$ cat config.mk
export PLATFORM = sky130hd
export DESIGN_NAME = logic_swap_load_direction_reg_instr_exec
export DESIGN_NICKNAME = d
export VERILOG_FILES = /design/src/include/logic_exec_pkg.sv /design/src/rtl/direction_regs.sv /design/src/rtl/logic_swap_load_direction_reg_instr_exec.sv
export SDC_FILE = /design/constraint.sdc
export NUM_CORES = 1
export LEC_CHECK = 0
export BUFFER_PORTS_ARGS = -buffer_cell sky130_fd_sc_hd__buf_2
export CAP_MARGIN = 30
export CORE_AREA = 2 2 76 106
export CTS_CLUSTER_SIZE = 40
export DETAILED_ROUTE_END_ITERATION = 10
export DIE_AREA = 0 0 78 108
export PLACE_DENSITY = 0.65
export SYNTH_ARGS = -nofsm -noshare
export SYNTH_HDL_FRONTEND = slang
export SYNTH_SLANG_ARGS = --single-unit
$ cat constraint.sdc
create_clock -name clk -period 1.9 [get_ports clk]
set_clock_uncertainty 0.1 [all_clocks]
set_input_delay 0 -clock clk [delete_from_list [all_inputs] [get_ports clk]]
set_output_delay 0 -clock clk [all_outputs]
set_load 0.005 [all_outputs]
$ cat src/include/logic_exec_pkg.sv
/*
  Constants and carrier types for the logic/swap/direction execution block.
  Assumes a core that fetches and decodes, then hands one operation per
  cycle to this block together with the file operand; the accumulator is held in this block.
*/
package logic_exec_pkg;

  localparam int          DATA_W        = 8;
  localparam int          FADDR_W       = 7;
  localparam int          FADDR_MAX     = 127;
  localparam logic [2:0]  DIR_SEL_A     = 3'h5;
  localparam logic [2:0]  DIR_SEL_B     = 3'h6;
  localparam logic [2:0]  DIR_SEL_C     = 3'h7;
  localparam logic [7:0]  ACCUM_RESET   = 8'h00;
  localparam logic [7:0]  DIR_RESET     = 8'hff;
  localparam logic        DEST_ACCUM    = 1'b0;
  localparam logic        DEST_FILE     = 1'b1;

  typedef enum logic [2:0] {
    OP_NONE,
    OP_OR_ACCUM_WITH_FILE,
    OP_SWAP_NIBBLES_FILE,
    OP_XOR_LITERAL_ACCUM,
    OP_LOAD_DIRECTION_REG,
    OP_XOR_ACCUM_WITH_FILE
  } op_t;

  // One issued instruction
  typedef struct packed {
    logic         valid;
    op_t          op;
    logic         dest;
    logic [6:0]   faddr;
    logic [7:0]   literal;
    logic [7:0]   fdata;
  } instr_t;

  // Write-back towards the file register space
  typedef struct packed {
    logic         we;
    logic [6:0]   addr;
    logic [7:0]   data;
  } file_wr_t;

endpackage

$ cat src/rtl/direction_regs.sv
/*
  Three port direction registers with registered outputs.
  Assumes writes come from the execution unit, one per cycle at most.
*/
module direction_regs
  import logic_exec_pkg::*;
#(
  parameter int WIDTH = 8
) (
  input  wire logic             clk,
  input  wire logic             rstn,
  input  wire logic             we,
  input  wire logic [2:0]       sel,
  input  wire logic [WIDTH-1:0] wdata,
  output logic      [WIDTH-1:0] dir_q [3]
);
  import logic_exec_pkg::*;

  // Only the 8-bit direction registers are built
  if (WIDTH != DATA_W) begin : g_width_check
    $error("direction_regs: WIDTH must equal DATA_W");
  end

  localparam logic [2:0] SEL_CODE [3] = '{DIR_SEL_A, DIR_SEL_B, DIR_SEL_C};

  genvar i;
  generate
    for (i = 0; i < 3; i++) begin : g_dir
      always_ff @(posedge clk or negedge rstn) begin
        if (!rstn) begin
          dir_q[i] <= DIR_RESET;
        end else if (we && sel == SEL_CODE[i]) begin
          dir_q[i] <= wdata;
        end
      end
    end
  endgenerate

endmodule

$ cat src/rtl/logic_swap_load_direction_reg_instr_exec.sv
/*
  Execution datapath for OR, XOR, nibble swap and direction load.
  Assumes the core presents the file operand already read from the
  addressed register and applies file_wr itself one cycle later.
*/
module logic_swap_load_direction_reg_instr_exec
  import logic_exec_pkg::*;
#(
  parameter int WIDTH = 8
) (
  input  wire logic                      clk,
  input  wire logic                      rstn,
  input  wire logic_exec_pkg::instr_t    instr,
  output logic      [7:0]                accum,
  output logic                           zero_flag,
  output logic_exec_pkg::file_wr_t       file_wr,
  output logic      [7:0]                port_a_direction,
  output logic      [7:0]                port_b_direction,
  output logic      [7:0]                port_c_direction
);
  import logic_exec_pkg::*;

  // The datapath and flag logic are only built for 8 bits
  if (WIDTH != DATA_W) begin : g_width_check
    $error("exec: WIDTH must equal DATA_W");
  end

  // ****************************************************************
  // Result and routing
  // ****************************************************************
  logic [7:0] next_result;
  logic       to_file;
  logic       to_accum;
  logic       sets_zero;
  logic       dir_we;
  logic [7:0] dir_q [3];

  always_comb begin
    next_result = 8'h00;
    to_file     = 1'b0;
    to_accum    = 1'b0;
    sets_zero   = 1'b0;
    dir_we      = 1'b0;
    if (instr.valid) begin
      case (instr.op)
        OP_OR_ACCUM_WITH_FILE: begin
          next_result = accum | instr.fdata;
          to_file     = instr.dest == DEST_FILE;
          to_accum    = instr.dest == DEST_ACCUM;
          sets_zero   = 1'b1;
        end
        OP_SWAP_NIBBLES_FILE: begin
          next_result = {instr.fdata[3:0], instr.fdata[7:4]};
          to_file     = instr.dest == DEST_FILE;
          to_accum    = instr.dest == DEST_ACCUM;
        end
        OP_XOR_LITERAL_ACCUM: begin
          next_result = accum ^ instr.literal;
          to_accum    = 1'b1;
          sets_zero   = 1'b1;
        end
        // direction load; operand outside 5..7 is a no-op
        OP_LOAD_DIRECTION_REG: begin
          next_result = accum;
          dir_we      = instr.faddr[2:0] >= DIR_SEL_A &&
                        instr.faddr[6:3] == 4'h0;
        end
        OP_XOR_ACCUM_WITH_FILE: begin
          next_result = accum ^ instr.fdata;
          to_file     = instr.dest == DEST_FILE;
          to_accum    = instr.dest == DEST_ACCUM;
          sets_zero   = 1'b1;
        end
        default: begin
          next_result = 8'h00;
        end
      endcase
    end
  end

  // ****************************************************************
  // Accumulator
  // ****************************************************************
  always_ff @(posedge clk or negedge rstn) begin
    if (!rstn) begin
      accum <= ACCUM_RESET;
    end else if (to_accum) begin
      accum <= next_result;
    end
  end

  // ****************************************************************
  // Zero flag
  // ****************************************************************
  // zero from result
  always_ff @(posedge clk or negedge rstn) begin
    if (!rstn) begin
      zero_flag <= 1'b0;
    end else if (sets_zero) begin
      zero_flag <= next_result == 8'h00;
    end
  end

  // ****************************************************************
  // File write-back
  // ****************************************************************
  // seven-bit address passthrough
  always_ff @(posedge clk or negedge rstn) begin
    if (!rstn) begin
      file_wr <= '0;
    end else begin
      file_wr.we   <= to_file;
      file_wr.addr <= instr.faddr;
      file_wr.data <= next_result;
    end
  end

  // ****************************************************************
  // Direction registers
  // ****************************************************************
  direction_regs #(
    .WIDTH (WIDTH)
  ) i_direction_regs (
    .clk   (clk),
    .rstn  (rstn),
    .we    (dir_we),
    .sel   (instr.faddr[2:0]),
    .wdata (accum),
    .dir_q (dir_q)
  );

  // Flop copies keep top outputs registered; costs one cycle of latency
  always_ff @(posedge clk or negedge rstn) begin
    if (!rstn) begin
      port_a_direction <= DIR_RESET;
      port_b_direction <= DIR_RESET;
      port_c_direction <= DIR_RESET;
    end else begin
      port_a_direction <= dir_q[0];
      port_b_direction <= dir_q[1];
      port_c_direction <= dir_q[2];
    end
  end
endmodule

# Yosys cells after proc, flatten, opt, wreduce, memory -nomap -nowiden
# Cells that the tools add are included.
[totals]
ff_bits = 73
inputBits = 30
output_inout_bits = 49
word_cells = 42
[op_classes]
order_cmp = 1
n_eq_ne = 8
muxes = 10
bitwise = 4
reduce_logical = 8
[ops]
columns = ["cell", "n"]
rows = [
  ["$pmux W8 S5", 1],
  ["$xor A8 B8 Y8", 2],
  ["$eq A3 B3 Y1 const B", 5],
  ["$logic_not A8 Y1", 1],
  ["$mux W8", 1],
  ["$or A8 B8 Y8", 1],
  ["$mux W1", 7],
  ["$eq A3 B2 Y1 const B", 2],
  ["$reduce_or A3 Y1", 2],
  ["$logic_and A1 B1 Y1", 4],
  ["$logic_not A4 Y1", 1],
  ["$eq A3 B1 Y1 const B", 1],
  ["$ge A3 B3 Y1 const B", 1],
  ["$pmux W1 S2", 1],
  ["$not A1 Y1", 1],
]

# Depth between registers and ports, before layout
[depth]
word_depth = 5
depth_mapped = 8
ltp_nobuf = 6

# Modules after synthesis
# From an unflattened synthesis, not the netlist that was laid out.
[unflattened]
cells_unflattened = 207
hier_area_um2 = 2906.5
[by_module_without_submodules]
columns = ["mod", "n_inst", "cells_each", "area_per_inst_um2", "seq_area_each_um2"]
rows = [
  ["logic_swap_load_direction_reg_instr_exec", 1, 156, 1963.1, 1256.2],
  ["direction_regs", 1, 51, 943.4, 630.6],
]

# Least setup slack after synthesis
# No wires, ideal clock.
[synth_path]
path_type = "input -> register"
start = "input port instr[24] in the netlist's numbering"
end = "register i_direction_regs.dir_q[9] in the netlist's numbering"
setup_time_ns = 0.085
t_arrival_ns = 1.702
required_ns = 1.715
slack_ns = 0.014
path_stages = 6
path_buffers = 1
path_cell_list = "clkbuf_1 or4_1 nor4_2 nand2_1 nor2_4 mux2_1"
[synth_via]
elab_chain_len = 4
[synth_lines]
columns = ["item", "line_no", "rtl"]
rows = [
  ["start, declared", "logic_swap_load_direction_reg_instr_exec.sv:13", "input wire logic_exec_pkg::instr_t instr,"],
  ["$eq A3 B3 Y1", "logic_swap_load_direction_reg_instr_exec.sv:45", "case (instr.op)"],
  ["$mux W1", "logic_swap_load_direction_reg_instr_exec.sv:45", ""],
  ["$mux W1", "logic_swap_load_direction_reg_instr_exec.sv:44", "if (instr.valid) begin"],
  ["$logic_and A1 B1 Y1", "direction_regs.sv:32", "end else if (we && sel == SEL_CODE[i]) begin"],
  ["end signal, assigned by index", "direction_regs.sv:33", "dir_q[i] <= wdata;"],
  ["end, declared", "direction_regs.sv:15", "output logic [WIDTH-1:0] dir_q [3]"],
]
# Every way passes these cells.
# A chain may end at the register's enable or synchronous reset.

# Worst setup path after layout
[layout_path]
start = "register accum[5]"
end = "register zero_flag"
[layout_via]
elab_chain_len = 4
[layout_lines]
columns = ["item", "line_no", "rtl"]
rows = [
  ["start, declared", "logic_swap_load_direction_reg_instr_exec.sv:14", "output logic [7:0] accum,"],
  ["start signal, assigned", "logic_swap_load_direction_reg_instr_exec.sv:88", "accum <= next_result;"],
  ["$xor A8 B8 Y8, or another cell as far along", "logic_swap_load_direction_reg_instr_exec.sv:69", "next_result = accum ^ instr.fdata;"],
  ["$pmux W8 S5 *", "logic_swap_load_direction_reg_instr_exec.sv:45", ""],
  ["$mux W8 *", "logic_swap_load_direction_reg_instr_exec.sv:44", ""],
  ["$logic_not A8 Y1 *", "logic_swap_load_direction_reg_instr_exec.sv:100", "zero_flag <= next_result == 8'h00;"],
  ["end signal, assigned", "logic_swap_load_direction_reg_instr_exec.sv:98", "zero_flag <= 1'b0;"],
  ["end signal, assigned", "logic_swap_load_direction_reg_instr_exec.sv:100", ""],
  ["end, declared", "logic_swap_load_direction_reg_instr_exec.sv:15", "output logic zero_flag,"],
]
# Mark *: on every way between the ends. The rest lies on a longest branch, timed or not.

==> metrics.txt <==
R2R depth=5; setup slack of the worst register-to-register path=-9 ps; Slew Limit Headroom=around a third; total length of routed wires=about 7200 um; number of I/O pins=79; clock transition time at the flip-flop clock pins of the worst setup and hold paths=around 80 ps; number of register bits inferred by synthesis=between 70 and 80; ys async rst share=100.0%; endpoints failing hold=0; footprint of the multi-input gates=a little under 0.001 sq mm; slew of the pin with the lowest slew margin=between 900 and 1000 ps; clock root buffer master=sky130_fd_sc_hd__clkbuf_8; final setup violating endpoints=2; global-route wire length before repair=11370 um; peak ir drop on the vdd network=513.4 uV; final cell count without fillers=roughly 430; classification of the worst setup path=flip-flop to flip-flop; Critical Path Sink Type=flip-flop; setup slack of the critical path after layout=-9.484 ps; effective utilization at floorplan=39.34%; register area share after synthesis=64.75%; Power per Cell Area=between 800 and 900 mW/mm^2; number of buffers created by CTS=9; cells taking the most area after synthesis=sky130_fd_sc_hd__dfstp_2 43%, sky130_fd_sc_hd__dfrtp_1 21%, sky130_fd_sc_hd__mux2_2 7.7%; CTS tree=done; Reg2Reg Launch Point=accum[5]; run status=finished with violations; share of cells above drive strength 1=~58%; xor and xnor fraction of the mapped netlist area=0.6011%; time the worst path needs with I/O delays and setup=approximately 1900 ps; worst hold path type=input port to flip-flop; dominant combinational cell family by area after synthesis=multiplexers; largest net degree at the start of global routing=42; synthesized-area fraction occupied by and/or/nand/nor cells=around 8.8%; complex-gate fraction of the synthesized area=11.51%; mean post-synth cell area=about 14 sq um; die area=approximately 0.0084 sq mm; Period Utilization, post-route=100.5%; final core occ=approximately 54%; sum of net half-perimeters after detailed placement=just over 5000 um; worst hold slack=about 44 ps; Die Y=about 110 um; total number of yosys warnings=0; critical path fanouts, max=3; Row Count=37; core box area=~0.0074 sq mm; NumNets Final=approximately 360; antenna viol nets, final=0; Distinct cells, synth=between 40 and 50; required time of the critical path=2080 ps; maximum frequency from static timing analysis=roughly 520 MHz; cell count after synthesis=210; number of buffers between clock root and the deepest sink=2; violated checks=setup timing; H-tree Lvls=3; number of vias after detailed routing=between 2k and 2.5k; total non-filler cell area in the finished layout=between 0.003 and 0.004 sq mm; final count of pins violating max slew=0; fill cell instance count of the final layout=682; hold path endpoint=zero_flag; CP Launch Type=flip-flop; die extent in x=78 um; most used standard cell by instance count after synthesis=sky130_fd_sc_hd__dfstp_2; maximum capacitance violations=0; Avg WL per Cell=16.76 um; area share of the largest cell type after synthesis=between 40% and 50%; initial antenna violation count=0; netlist area before placement=0.002914 sq mm; Hold Path Origin=instr[0]; DP Cell Count=between 300 and 400; number of synthesized flops with an enable pin=0; post-DR vias/cell=roughly 5; Most used DFF post-synth=sky130_fd_sc_hd__dfstp_2; most frequent cells after synthesis=48 x sky130_fd_sc_hd__dfstp_2, 25 x sky130_fd_sc_hd__dfrtp_1, 20 x sky130_fd_sc_hd__mux2_2; final weighted congestion in routability-driven placement=0.8418; placed inst area=0.003570 sq mm; cell depth of the worst hold path=4; total power=about 3.4 mW; Total Routing Usage GR=18.05%; worst-skew pair later-pin latency=350 ps; top cell type by total area after synthesis=sky130_fd_sc_hd__dfstp_2; area delta synth->final=37.05%; unrepaired setup endpoints after global routing=yes; Lkg Pwr=1.900 nW; DRC errors left=0; Arrival @ worst endpoint=between 2000 and 2500 ps; vias in the first global route=2216; Critical R2R Capture=zero_flag; net count of the mapped netlist=240; drt initial violations=approximately 120; fraction of synthesized area in multiplexers=between 10% and 20%; register cell area after layout=about 0.0019 sq mm; adder-cell share of the synthesized area=0%; total clock sinks=73; total overflow reported by the global router=0; PortBufs=roughly 80; Diodes inserted=0; number of iterations in the first detailed-routing pass=4
[timing repair]
item / 4_1_cts / 5_1_grt
hold endpoints to repair: 45 / 0
resized for setup: 0 / 3
pin swaps: 0 / 5
buffers inserted: 0 / 3
setup endpoints to repair: 1 / 3
hold buffers: 17 / 0
[power by group]
group,switching (mW),internal [mW],leakage [nW]
clock,0.579,0.738,0.109
combinational,0.217,0.225,0.969
sequential,0.0336,1.61,0.822
total,0.830,2.57,1.90
[per-layer routing]
layer	GRT usage [%]	up-vias	wire, um
li1	-	1003	-
met1	20.44	1084	2780
met2	31.90	82	3823
met3	3.589	15	405
met4	9.774	0	214
met5	0	-	0
[stage by stage]
step	TNS [ps]	setup slack (ps)
2_1_floorplan	0	13.63
3_3_place_gp	-43.48	-28.46
3_5_place_dp	-286.5	-54.86
4_1_cts	-9.372	-9.372
5_1_grt	-165.6	-96.60
6_report	-12.21	-9.484
[kinds of logic after synthesis]
logic type,count (synthesis)
DFF,73
buffers and inverters,13
muxes,32
and+or+nand+nor,44
AOI/OAI and AO/OA,46
xor gates and xnor gates,2
[area by class of cell]
cell class                      count  share of cell area (%)
Clock buffer                        9                   3.102
Timing Repair Buffer              119                   19.49
Sequential cell                    73                   47.24
Tap cell                           97                   3.039
Multi-Input combinational cell    124                   24.56
Inverter                            2                  0.1880
Clock inverter                      7                   2.381
[registers in the layout, summed over array words and instances (netlist names)]
name and count:
zero_flag 1, file_wr 16, port_c_direction 8, port_b_direction 8
accum 8, i_direction_regs.dir_q 24, port_a_direction 8
[worst max-delay path by stage]
stage / startpoint / end / slack, ps
final: accum[5] / zero_flag / -9
after global routing: accum[5] / zero_flag / -100
after CTS: accum[4] / zero_flag / -9
after detailed placement: instr[25] / zero_flag / -50
after global placement: instr[25] / zero_flag / -30
after floorplan: instr[24] / i_direction_regs.dir_q[9] / 10
[worst max-delay path, cell delays in order, from the launching register on]
cell and delay, ps:
sky130_fd_sc_hd__dfrtp_1 420, sky130_fd_sc_hd__a221o_1 270, sky130_fd_sc_hd__and3_1 150, sky130_fd_sc_hd__a211o_1 290
sky130_fd_sc_hd__or4_1 480, sky130_fd_sc_hd__o21ai_1 140
[cells in the final DEF, fill, tap and decap left out, types with 2 or more instances in the layout]
cell type,n
sky130_fd_sc_hd__a211o_1,3
sky130_fd_sc_hd__or4_1,2
sky130_fd_sc_hd__a211oi_1,2
sky130_fd_sc_hd__and3_1,4
sky130_fd_sc_hd__buf_4,21
sky130_fd_sc_hd__clkinv_2,2
sky130_fd_sc_hd__o221ai_1,6
sky130_fd_sc_hd__mux2_1,12
sky130_fd_sc_hd__dlygate4sd3_1,17
sky130_fd_sc_hd__buf_12,3
sky130_fd_sc_hd__clkinv_4,2
sky130_fd_sc_hd__bufinv_16,2
sky130_fd_sc_hd__dfrtp_1,25
sky130_fd_sc_hd__mux2_4,2
sky130_fd_sc_hd__nand2_1,12
sky130_fd_sc_hd__clkbuf_8,9
sky130_fd_sc_hd__o21ai_1,2
sky130_fd_sc_hd__a221o_1,7
sky130_fd_sc_hd__a21oi_1,9
sky130_fd_sc_hd__xnor2_1,2
sky130_fd_sc_hd__o21ai_0,8
sky130_fd_sc_hd__dfstp_2,48
sky130_fd_sc_hd__nor2b_1,8
sky130_fd_sc_hd__buf_2,78
sky130_fd_sc_hd__nor2_1,7
sky130_fd_sc_hd__inv_1,2
sky130_fd_sc_hd__mux2_2,18
Note: power is estimated with default switching activity, not from simulation.
